$ cat config.mk
export PLATFORM = sky130hd
export DESIGN_NAME = ccs_clock_switch
export DESIGN_NICKNAME = d
export VERILOG_FILES = /design/src/hdl/ccs_clock_switch.v /design/src/hdl/ccs_clk_gate.v
export VERILOG_INCLUDE_DIRS = /design/src /design/src/hdl
export SDC_FILE = /design/constraint.sdc
export NUM_CORES = 1
export LEC_CHECK = 0
export ABC_AREA = 1
export BUFFER_PORTS_ARGS = -buffer_cell sky130_fd_sc_hd__buf_2
export CORE_ASPECT_RATIO = 0.6
export CORE_MARGIN = 1.5
export CORE_UTILIZATION = 54
export DETAILED_ROUTE_END_ITERATION = 16
export GPL_ROUTABILITY_DRIVEN = 0
export HOLD_SLACK_MARGIN = 0.1
export PLACE_DENSITY = 0.91
export SLEW_MARGIN = 20
export SYNTH_ARGS = -nofsm -noshare
export SYNTH_HDL_FRONTEND = slang
export SYNTH_SLANG_ARGS = --single-unit
export TNS_END_PERCENT = 100
$ cat constraint.sdc
create_clock -name clk_i -period 3.49 [get_ports clk_i]
set_clock_uncertainty 0.2 [all_clocks]
set_input_delay 0.698 -clock clk_i [delete_from_list [all_inputs] [get_ports clk_i]]
set_output_delay 0.698 -clock clk_i [all_outputs]
set_load 0.02 [all_outputs]
$ cat src/hdl/ccs_map.vh
`ifndef CCS_MAP_VH
`define CCS_MAP_VH
// pin mode pair encodings {ext_input_sel, pin_osc_sel}
`define CCS_PIN_MODE_OSC 2'h1
`define CCS_PIN_MODE_EXT 2'h3
// stabilization counter width and per-select target counts
`define CCS_STAB_W 18
`define CCS_STAB_CNT0 18'h00100
`define CCS_STAB_CNT1 18'h00200
`define CCS_STAB_CNT2 18'h00400
`define CCS_STAB_CNT3 18'h00800
`define CCS_STAB_CNT4 18'h02000
`define CCS_STAB_CNT5 18'h08000
`define CCS_STAB_CNT6 18'h10000
`define CCS_STAB_CNT7 18'h20000
// reset values
`define CCS_RST_HALT 1'h1
`define CCS_RST_FAST_HALT 1'h0
`define CCS_RST_STAB_SEL 3'h7
`define CCS_RST_FAST_DIV 3'h0
`define CCS_RST_MAIN_DIV 3'h0
// glitch-free mux: idle edges of a source before it is taken; release waits for none
`define CCS_SYNC_EDGES 2'h2
`endif

$ cat src/hdl/ccs_clock_switch.v
// What this block does
// - from the fast rc clock the cpu clock may move to main crystal, sub crystal, slow rc, or stay.
// - main pin mode pair 01b selects crystal oscillation and 11b external input, set before start.
// - sub pin mode pair 01b selects sub crystal oscillation and 11b external input, set first.
// - clearing the main halt bit starts the main path, after choosing the stabilization time.
// - a readable stabilization counter lets software wait before selecting the main crystal.
// - clearing the sub halt bit starts the sub crystal or external sub clock path.
// - setting main source select picks the main crystal clock, confirmed by main source status.
// - slow rc enable starts the slow rc and makes it the subsystem clock, else sub crystal.
// - cpu sub select moves the cpu to the subsystem clock, confirmed by sub active status.
// - after reset the fast rc runs, and becomes the cpu clock source once its mux leg opens on its third falling edge.
// - setting fast rc halt stops the fast rc, only after the cpu has left it.
`timescale 1ns/1ns
`include "ccs_map.vh"
module ccs_clock_switch (
    input wire clk_i,
    input wire reset_n_i,
    input wire main_ext_input_sel_i,
    input wire main_pin_osc_sel_i,
    input wire main_drive_high_i,
    input wire sub_ext_input_sel_i,
    input wire sub_pin_osc_sel_i,
    input wire sub_drive_level_lo_i,
    input wire sub_drive_level_hi_i,
    input wire sub_low_power_sel_i,
    input wire slow_rc_enable_i,
    input wire [2:0] osc_stab_time_sel_i,
    input wire [2:0] fast_rc_freq_div_i,
    input wire [2:0] main_divider_i,
    input wire main_osc_halt_i,
    input wire sub_osc_halt_i,
    input wire fast_rc_halt_i,
    input wire main_source_select_i,
    input wire cpu_sub_select_i,
    input wire fast_rc_clock_i,
    input wire main_crystal_clock_i,
    input wire sub_crystal_clock_i,
    input wire slow_rc_clock_i,
    output reg main_osc_en_o,
    output reg main_ext_en_o,
    output reg main_amp_high_o,
    output reg sub_osc_en_o,
    output reg sub_ext_en_o,
    output reg [1:0] sub_drive_o,
    output reg sub_low_power_o,
    output reg fast_rc_en_o,
    output reg slow_rc_en_o,
    output reg [2:0] fast_rc_div_o,
    output reg [2:0] main_div_o,
    output reg [`CCS_STAB_W-1:0] osc_stab_counter_o,
    output reg [3:0] cpu_src_sel_o,
    output reg main_source_status_o,
    output reg sub_active_status_o
);
    reg main_run_q;
    reg sub_run_q;
    reg [`CCS_STAB_W-1:0] stab_target;
    wire [3:0] want;
    wire [3:0] on;
    wire [3:0] others_off;
    wire main_is_osc;
    wire main_is_ext;
    wire sub_is_osc;
    wire sub_is_ext;
    wire fast_keep;
    wire slow_keep;

    assign main_is_osc = ({main_ext_input_sel_i, main_pin_osc_sel_i} == `CCS_PIN_MODE_OSC);
    assign main_is_ext = ({main_ext_input_sel_i, main_pin_osc_sel_i} == `CCS_PIN_MODE_EXT);
    assign sub_is_osc = ({sub_ext_input_sel_i, sub_pin_osc_sel_i} == `CCS_PIN_MODE_OSC);
    assign sub_is_ext = ({sub_ext_input_sel_i, sub_pin_osc_sel_i} == `CCS_PIN_MODE_EXT);

    always @*
    begin
        case (osc_stab_time_sel_i)
            3'h0: stab_target = `CCS_STAB_CNT0;
            3'h1: stab_target = `CCS_STAB_CNT1;
            3'h2: stab_target = `CCS_STAB_CNT2;
            3'h3: stab_target = `CCS_STAB_CNT3;
            3'h4: stab_target = `CCS_STAB_CNT4;
            3'h5: stab_target = `CCS_STAB_CNT5;
            3'h6: stab_target = `CCS_STAB_CNT6;
            default: stab_target = `CCS_STAB_CNT7;
        endcase
    end

    // source choice: sub select wins, then main select, otherwise fast rc
    assign want[0] = !cpu_sub_select_i && !main_source_select_i;
    assign want[1] = !cpu_sub_select_i && main_source_select_i;
    assign want[2] = cpu_sub_select_i && !slow_rc_enable_i;
    assign want[3] = cpu_sub_select_i && slow_rc_enable_i;
    assign others_off[0] = ~|(on & 4'he);
    assign others_off[1] = ~|(on & 4'hd);
    assign others_off[2] = ~|(on & 4'hb);
    assign others_off[3] = ~|(on & 4'h7);
    // an rc source stays powered while the mux uses it or is moving onto it, else a
    // stopped source never gives the falling edge its gate needs and the switch hangs
    assign fast_keep = on[0] | want[0];
    assign slow_keep = on[3];

    ccs_clk_gate u_gate_fast (
        .clk_i(clk_i),
        .reset_n_i(reset_n_i),
        .src_clk_i(fast_rc_clock_i),
        .want_i(want[0]),
        .others_off_i(others_off[0]),
        .on_o(on[0])
    );
    ccs_clk_gate u_gate_main (
        .clk_i(clk_i),
        .reset_n_i(reset_n_i),
        .src_clk_i(main_crystal_clock_i),
        .want_i(want[1]),
        .others_off_i(others_off[1]),
        .on_o(on[1])
    );
    ccs_clk_gate u_gate_sub (
        .clk_i(clk_i),
        .reset_n_i(reset_n_i),
        .src_clk_i(sub_crystal_clock_i),
        .want_i(want[2]),
        .others_off_i(others_off[2]),
        .on_o(on[2])
    );
    ccs_clk_gate u_gate_slow (
        .clk_i(clk_i),
        .reset_n_i(reset_n_i),
        .src_clk_i(slow_rc_clock_i),
        .want_i(want[3]),
        .others_off_i(others_off[3]),
        .on_o(on[3])
    );

    // main and sub oscillator or external input paths
    always @(posedge clk_i or negedge reset_n_i)
    begin
        if (!reset_n_i)
        begin
            main_run_q <= 1'h0;
            sub_run_q <= 1'h0;
            main_osc_en_o <= 1'h0;
            main_ext_en_o <= 1'h0;
            sub_osc_en_o <= 1'h0;
            sub_ext_en_o <= 1'h0;
        end
        else
        begin
            main_run_q <= !main_osc_halt_i && (main_is_osc || main_is_ext);
            sub_run_q <= !sub_osc_halt_i && (sub_is_osc || sub_is_ext);
            main_osc_en_o <= main_run_q && main_is_osc;
            main_ext_en_o <= main_run_q && main_is_ext;
            sub_osc_en_o <= sub_run_q && sub_is_osc;
            sub_ext_en_o <= sub_run_q && sub_is_ext;
        end
    end

    // on-chip rc oscillators
    always @(posedge clk_i or negedge reset_n_i)
    begin
        if (!reset_n_i)
        begin
            fast_rc_en_o <= 1'h1;
            slow_rc_en_o <= 1'h0;
        end
        else
        begin
            fast_rc_en_o <= !fast_rc_halt_i || fast_keep;
            slow_rc_en_o <= slow_rc_enable_i || slow_keep;
        end
    end

    // drive and divider settings passed on to the oscillator and divider logic
    always @(posedge clk_i or negedge reset_n_i)
    begin
        if (!reset_n_i)
        begin
            main_amp_high_o <= 1'h0;
            sub_drive_o <= 2'h0;
            sub_low_power_o <= 1'h0;
            fast_rc_div_o <= `CCS_RST_FAST_DIV;
            main_div_o <= `CCS_RST_MAIN_DIV;
        end
        else
        begin
            main_amp_high_o <= main_drive_high_i;
            sub_drive_o <= {sub_drive_level_hi_i, sub_drive_level_lo_i};
            sub_low_power_o <= sub_low_power_sel_i;
            fast_rc_div_o <= fast_rc_freq_div_i;
            main_div_o <= main_divider_i;
        end
    end

    // stabilization counter runs from start, saturating at the target
    always @(posedge clk_i or negedge reset_n_i)
    begin
        if (!reset_n_i)
        begin
            osc_stab_counter_o <= {`CCS_STAB_W{1'b0}};
        end
        else
        begin
            if (!main_run_q || !main_is_osc)
            begin
                osc_stab_counter_o <= {`CCS_STAB_W{1'b0}};
            end
            else if (osc_stab_counter_o < stab_target)
            begin
                osc_stab_counter_o <= osc_stab_counter_o + 1'b1;
            end
        end
    end

    // mux state and the status bits seen by software
    always @(posedge clk_i or negedge reset_n_i)
    begin
        if (!reset_n_i)
        begin
            cpu_src_sel_o <= 4'h1;
            main_source_status_o <= 1'h0;
            sub_active_status_o <= 1'h0;
        end
        else
        begin
            cpu_src_sel_o <= on;
            main_source_status_o <= on[1];
            sub_active_status_o <= on[2] | on[3];
        end
    end
endmodule

$ cat src/hdl/ccs_clk_gate.v
`timescale 1ns/1ns
// one leg of the glitch-free multiplexer, clocked by clk_i and stepped by falling edges of the sampled source
// clock level; the leg opens only after the other legs report closed
module ccs_clk_gate (
    input wire clk_i,
    input wire reset_n_i,
    input wire src_clk_i,
    input wire want_i,
    input wire others_off_i,
    output reg on_o
);
    reg [1:0] sync_q;
    reg src_d1_q;
    reg [1:0] edges_q;
    wire fall;
    assign fall = src_d1_q & ~sync_q[1];
    always @(posedge clk_i or negedge reset_n_i)
    begin
        if (!reset_n_i)
        begin
            sync_q <= 2'h0;
            src_d1_q <= 1'h0;
            edges_q <= 2'h0;
            on_o <= 1'h0;
        end
        else
        begin
            sync_q <= {sync_q[0], src_clk_i};
            src_d1_q <= sync_q[1];
            // switch only on a falling edge of this source
            if (fall)
            begin
                if (want_i && others_off_i && !on_o)
                begin
                    if (edges_q == `CCS_SYNC_EDGES)
                    begin
                        on_o <= 1'h1;
                        edges_q <= 2'h0;
                    end
                    else
                    begin
                        edges_q <= edges_q + 2'h1;
                    end
                end
                else if (!want_i && on_o)
                begin
                    on_o <= 1'h0;
                    edges_q <= 2'h0;
                end
                else
                begin
                    edges_q <= 2'h0;
                end
            end
        end
    end
endmodule

; Word level (Yosys, flattened, before mapping)
; Index checks and enable logic that the tools add are counted.
[word_totals]
input_bits = 29
elab_cells = 151
out_inout_bits = 40
register_bits = 66
[op_classes]
bitwise = 10
n_reduce_logical = 61
add_sub_neg = 5
magnitude_cmp = 1
n_eq_ne = 18
mux = 23
[ops]
columns = op, n
row1 = 18-bit case mux with 7 select lines, 1
row2 = 18-bit 2-to-1 mux, 2
row3 = 1-bit logical AND, 22
row4 = 1-bit logical NOT, 20
row5 = 18-bit by 1-bit adder with 18-bit output (second input constant), 1
row6 = 18-bit < comparator, 1
row7 = 2-bit 2-to-1 mux, 8
row8 = 2-bit equality test (second input constant), 6
row9 = 1-bit 2-to-1 mux, 12
row10 = 3-bit AND reduction, 4
row11 = 3-bit OR reduction, 4
row12 = 2-bit nonzero test, 5
row13 = 3-bit equality test (second input constant), 3
row14 = 2-bit by 1-bit adder with 2-bit output (second input constant), 4
row15 = 2-bit inequality test (second input constant), 4
row16 = 3-bit by 2-bit equality test with 1-bit output (second input constant), 2
row17 = 1-bit logical OR, 5
row18 = 1-bit bitwise AND, 4
row19 = 2-bit by 1-bit equality test with 1-bit output (second input constant), 2
row20 = 1-bit inverter, 4
row21 = 3-bit by 1-bit equality test with 1-bit output (second input constant), 1
row22 = 3-bit logical NOT, 1
row23 = 1-bit bitwise OR, 2

; Longest topological paths before layout
[depth]
depth_word = 6
ltp_mapped = 12
ltp_nobuf = 11

; By module
; Synthesis repeated with hierarchy kept, for this count alone.
[unflattened]
cells_unflattened = 393
hier_area_um2 = 3239.4
[modules_own_cells]
columns = module, area_each_um2, cells_per_inst, n_inst, seq_area_each_um2
row1 = ccs_clock_switch, 2273.4, 285, 1, 1028.5
row2 = ccs_clk_gate, 241.5, 27, 4, 150.1

; Worst setup path before layout
; Ideal clock, no wire load.
[synth_timing]
path_type = input port to flip-flop
from = input osc_stab_time_sel_i[0]
to = register osc_stab_counter_o[10]
setup_slack_ns = 1.226
required_ns = 3.172
stages = 11
setup_time_ns = 0.118
arrival_time_ns = 1.946
path_buffers = 1
cell_sequence = nor2_1 > nand2_1 > ha_1 > or2_0 > nand3_2 > nand2_2 > nor2_4 > nor2_8 > buf_6 > nand2_1 > nand2_1
[synth_via]
elab_chain_cells = 4
elab_cells_between_ends = 10
classes_between = order compare (1) / eq/ne (6) / mux (1) / reduce/logical (2)
[synth_rtl]
columns = element, line_no
row1 = start: declaration, ccs_clock_switch.v:27  ; input wire [2:0] osc_stab_time_sel_i,
row2 = 3-bit equality test (tied with other cells), ccs_clock_switch.v:75  ; case (osc_stab_time_sel_i)
row3 = 18-bit case mux with 7 select lines (*), ccs_clock_switch.v:75
row4 = 18-bit < comparator (*), ccs_clock_switch.v:206  ; else if (osc_stab_counter_o < stab_target)
row5 = 2-bit nonzero test (no line) (*), -
row6 = end signal: assignment, ccs_clock_switch.v:198  ; osc_stab_counter_o <= {`CCS_STAB_W{1'b0}};
row7 = end signal: assignment, ccs_clock_switch.v:204  ; osc_stab_counter_o <= {`CCS_STAB_W{1'b0}};
row8 = end signal: assignment, ccs_clock_switch.v:208  ; osc_stab_counter_o <= osc_stab_counter_o + 1'b1;
row9 = end: declaration, ccs_clock_switch.v:50  ; output reg [`CCS_STAB_W-1:0] osc_stab_counter_o,
; Mark *: on every way between the ends. The rest lies on a longest branch, timed or not.
; A chain may end at the register's enable or synchronous reset.

; Worst setup path in the final report
[layout_timing]
from = input osc_stab_time_sel_i[1]
to = register osc_stab_counter_o[10]
; Same word-level chain as after synthesis.

==> metrics.csv <==
metric,value,unit
status,finished with violations,
violations,design-rule violations,
wl_per_cell,12.8,um
hold_buffers,0,
clock-sinks,65,
hold_violations,0,
port_buffers,68,
crit_path_start_kind,primary input,
htreeDepth,3,
antenna_found_initial,0,
insertion_delay,330,ps
finalSetupViolCount,0,
hold_path.class,in -> async,
wl_met2,2.92,mm
design_area,3560,um^2
drive_above_1_share,0.238,
syn_area_per_cell,8.61,um^2
drt_first_pass_iters,10,
tns,0,ps
areaGrowthSynthToFinish,19.5,%
vias,2510,
fmax,0.434,GHz
ir_drop,0.000242,V
synthMuxAreaShare,0,
synth_compound_area_frac,0.0462,
vias_per_cell,5.07,
die_area,5980,um^2
post-cts-setup-buffers,0,
ys_seq_area_frac,0.547,
yosys.area_share.simple,0.286,
power_leakage,1.89,nW
start_util,0.575,
slew_violations,0,
synth_area,2980,um^2
synthAdderAreaFrac,0.0336,
worst_pin_slew,488,ps
nFillCells,435,
critical-path-top-delay-family,simple AND/OR/NAND/NOR gates,
ios,69,
top_layer_used,met4,
root_buffer,clkbuf_8,
grt_max_degree,24,
grt_setup_unrepaired,false,
end_kind,flip-flop,
synth_xor_area_frac,0.0176,
crit_type,in -> reg,
drt_wl_total,6.33,mm
core,5180,um^2
die_y,60.5,um
cp.arrival,2330,ps
first_iter_violations,134,
tritoncts,built,
synth_edf_count,0,
diodes,0,
period_needed,2310,ps
worstPathCellList,buf_2 > nand3_1 > ha_1 > nand2_2 > inv_1 > a21oi_1 > nand2_2 > nor2_4 > nor2_8 > nand2_1 > nand2_1,
drc,4,
grt_usage,0.233,
async_reset_ff_frac,1.00,
crit_fanout,18,
drt-met1-wl,2.97,mm
ys.flop_type,dfrtp_1,
slew_headroom,0.674,
die_w,98.9,um
place_area,3390,um^2
dpl.hpwl,4.80,mm
clk_path_buf_depth,2,
syn_nets,383,
power_density,407,nW/um^2
first_global_vias,2336,
placement_rows,20,
numCtsBuffers,9,
ys_ff_latch,65,
slowest_stage,ha_1,
grt_overflow,0,
crit_required,3520,ps
clk_pin_slew,70,ps
critPathMaxStageDelay,320,ps
crit_buf_inv,2,
finalCritPeriodShare,0.661,
yosys_warnings,0,
grt_pass1_wl,10.5,mm
synth_top_family_by_area,simple AND/OR/NAND/NOR gates,
maxCapViolations,0,
holdWs,120,ps
nets,461,
synthCells,346,
ant_nets,0,
route.met3.wl,361,um
cts-resized-gates,0,
synth.distinct_cells,31,
registers in the layout, summed over array words and instances (netlist names), 2 cells and up:
register             cells
cpu_src_sel_o            4
fast_rc_div_o            3
main_div_o               3
osc_stab_counter_o      18
sub_drive_o              2
u_gate_fast.edges_q      2
u_gate_fast.sync_q       2
u_gate_main.edges_q      2
u_gate_main.sync_q       2
u_gate_slow.edges_q      2
u_gate_slow.sync_q       2
u_gate_sub.edges_q       2
u_gate_sub.sync_q        2
through the flow:
stage,power [mW],util,worst slack [ps],cells
finish,1.45,0.687,1180,495
global route,1.52,0.687,1100,495
CTS,1.47,0.687,1200,495
detailed placement,0.929,0.655,859,479
global placement,0.923,0.655,917,479
floorplan,0.872,-,1230,346
layout by cell type, fill, tap and decap left out, types with 3 or more instances in the layout:
master / count
xor2_1: 5
buf_4: 3
inv_1: 44
nand2_2: 3
clkbuf_8: 10
o21ai_0: 9
nand3_1: 24
nand4_1: 12
dfrtp_1: 63
buf_2: 68
inv_2: 3
nor2_1: 40
clkbuf_1: 3
a21oi_1: 7
nor3_1: 5
ha_1: 8
nand2_1: 100
where the power goes:
group	switching [mW]	internal [mW]
registers	0.0115	0.782
clock network	0.260	0.275
logic	0.0814	0.0394
total	0.353	1.10
layout make-up:
type	count	area [um^2]	share of cell area
Multi-Input combinational cell	230	1140	0.321
Timing Repair Buffer	71	363	0.102
Inverter	47	176	0.0496
Clock buffer	13	149	0.0418
Sequential cell	65	1630	0.458
Clock inverter	3	17.5	0.00492
Tap cell	66	82.6	0.0232
metal layers:
metal	vias up	GRT usage
met5	-	0
met4	0	0.0755
met3	12	0.0806
met2	91	0.374
met1	1157	0.304
li1	1250	-
kinds of logic after synthesis:
group / count (synthesis)
flip-flops: 65
AO/OA/AOI/OAI: 23
buffers and inverters: 51
AND/OR/NAND/NOR: 193
XOR/XNOR: 6
adder cells (fa/ha/maj): 8
Yosys cell counts, types with 3 or more instances:
| master | count | area, um^2 |
|---|---|---|
| a21oi_1 | 7 | 35.0 |
| nand2_1 | 100 | 375 |
| xor2_1 | 5 | 43.8 |
| dfrtp_1 | 63 | 1580 |
| nand4_1 | 12 | 75.1 |
| o21ai_0 | 9 | 45.0 |
| nand3_1 | 24 | 120 |
| nor3_1 | 5 | 25.0 |
| nand2_2 | 3 | 18.8 |
| inv_1 | 44 | 165 |
| nor2_1 | 40 | 150 |
| ha_1 | 8 | 100 |
| inv_2 | 3 | 11.3 |
worst paths after layout:
kind                                   startpoint                     end  slack (ps)  cells after the start
max reg2reg                osc_stab_counter_o[17]  osc_stab_counter_o[10]        1360                      9
min reg2reg                  u_gate_sub.sync_q[0]    u_gate_sub.sync_q[1]         150                      0
max in group asynchronous               reset_n_i  osc_stab_counter_o[17]        2290                      2
min in group clk_i           u_gate_sub.sync_q[0]    u_gate_sub.sync_q[1]         150                      0
min                                     reset_n_i        cpu_src_sel_o[2]         120                      1
max                        osc_stab_time_sel_i[1]  osc_stab_counter_o[10]        1180                     11
Note: power is estimated with default switching activity, not from simulation.
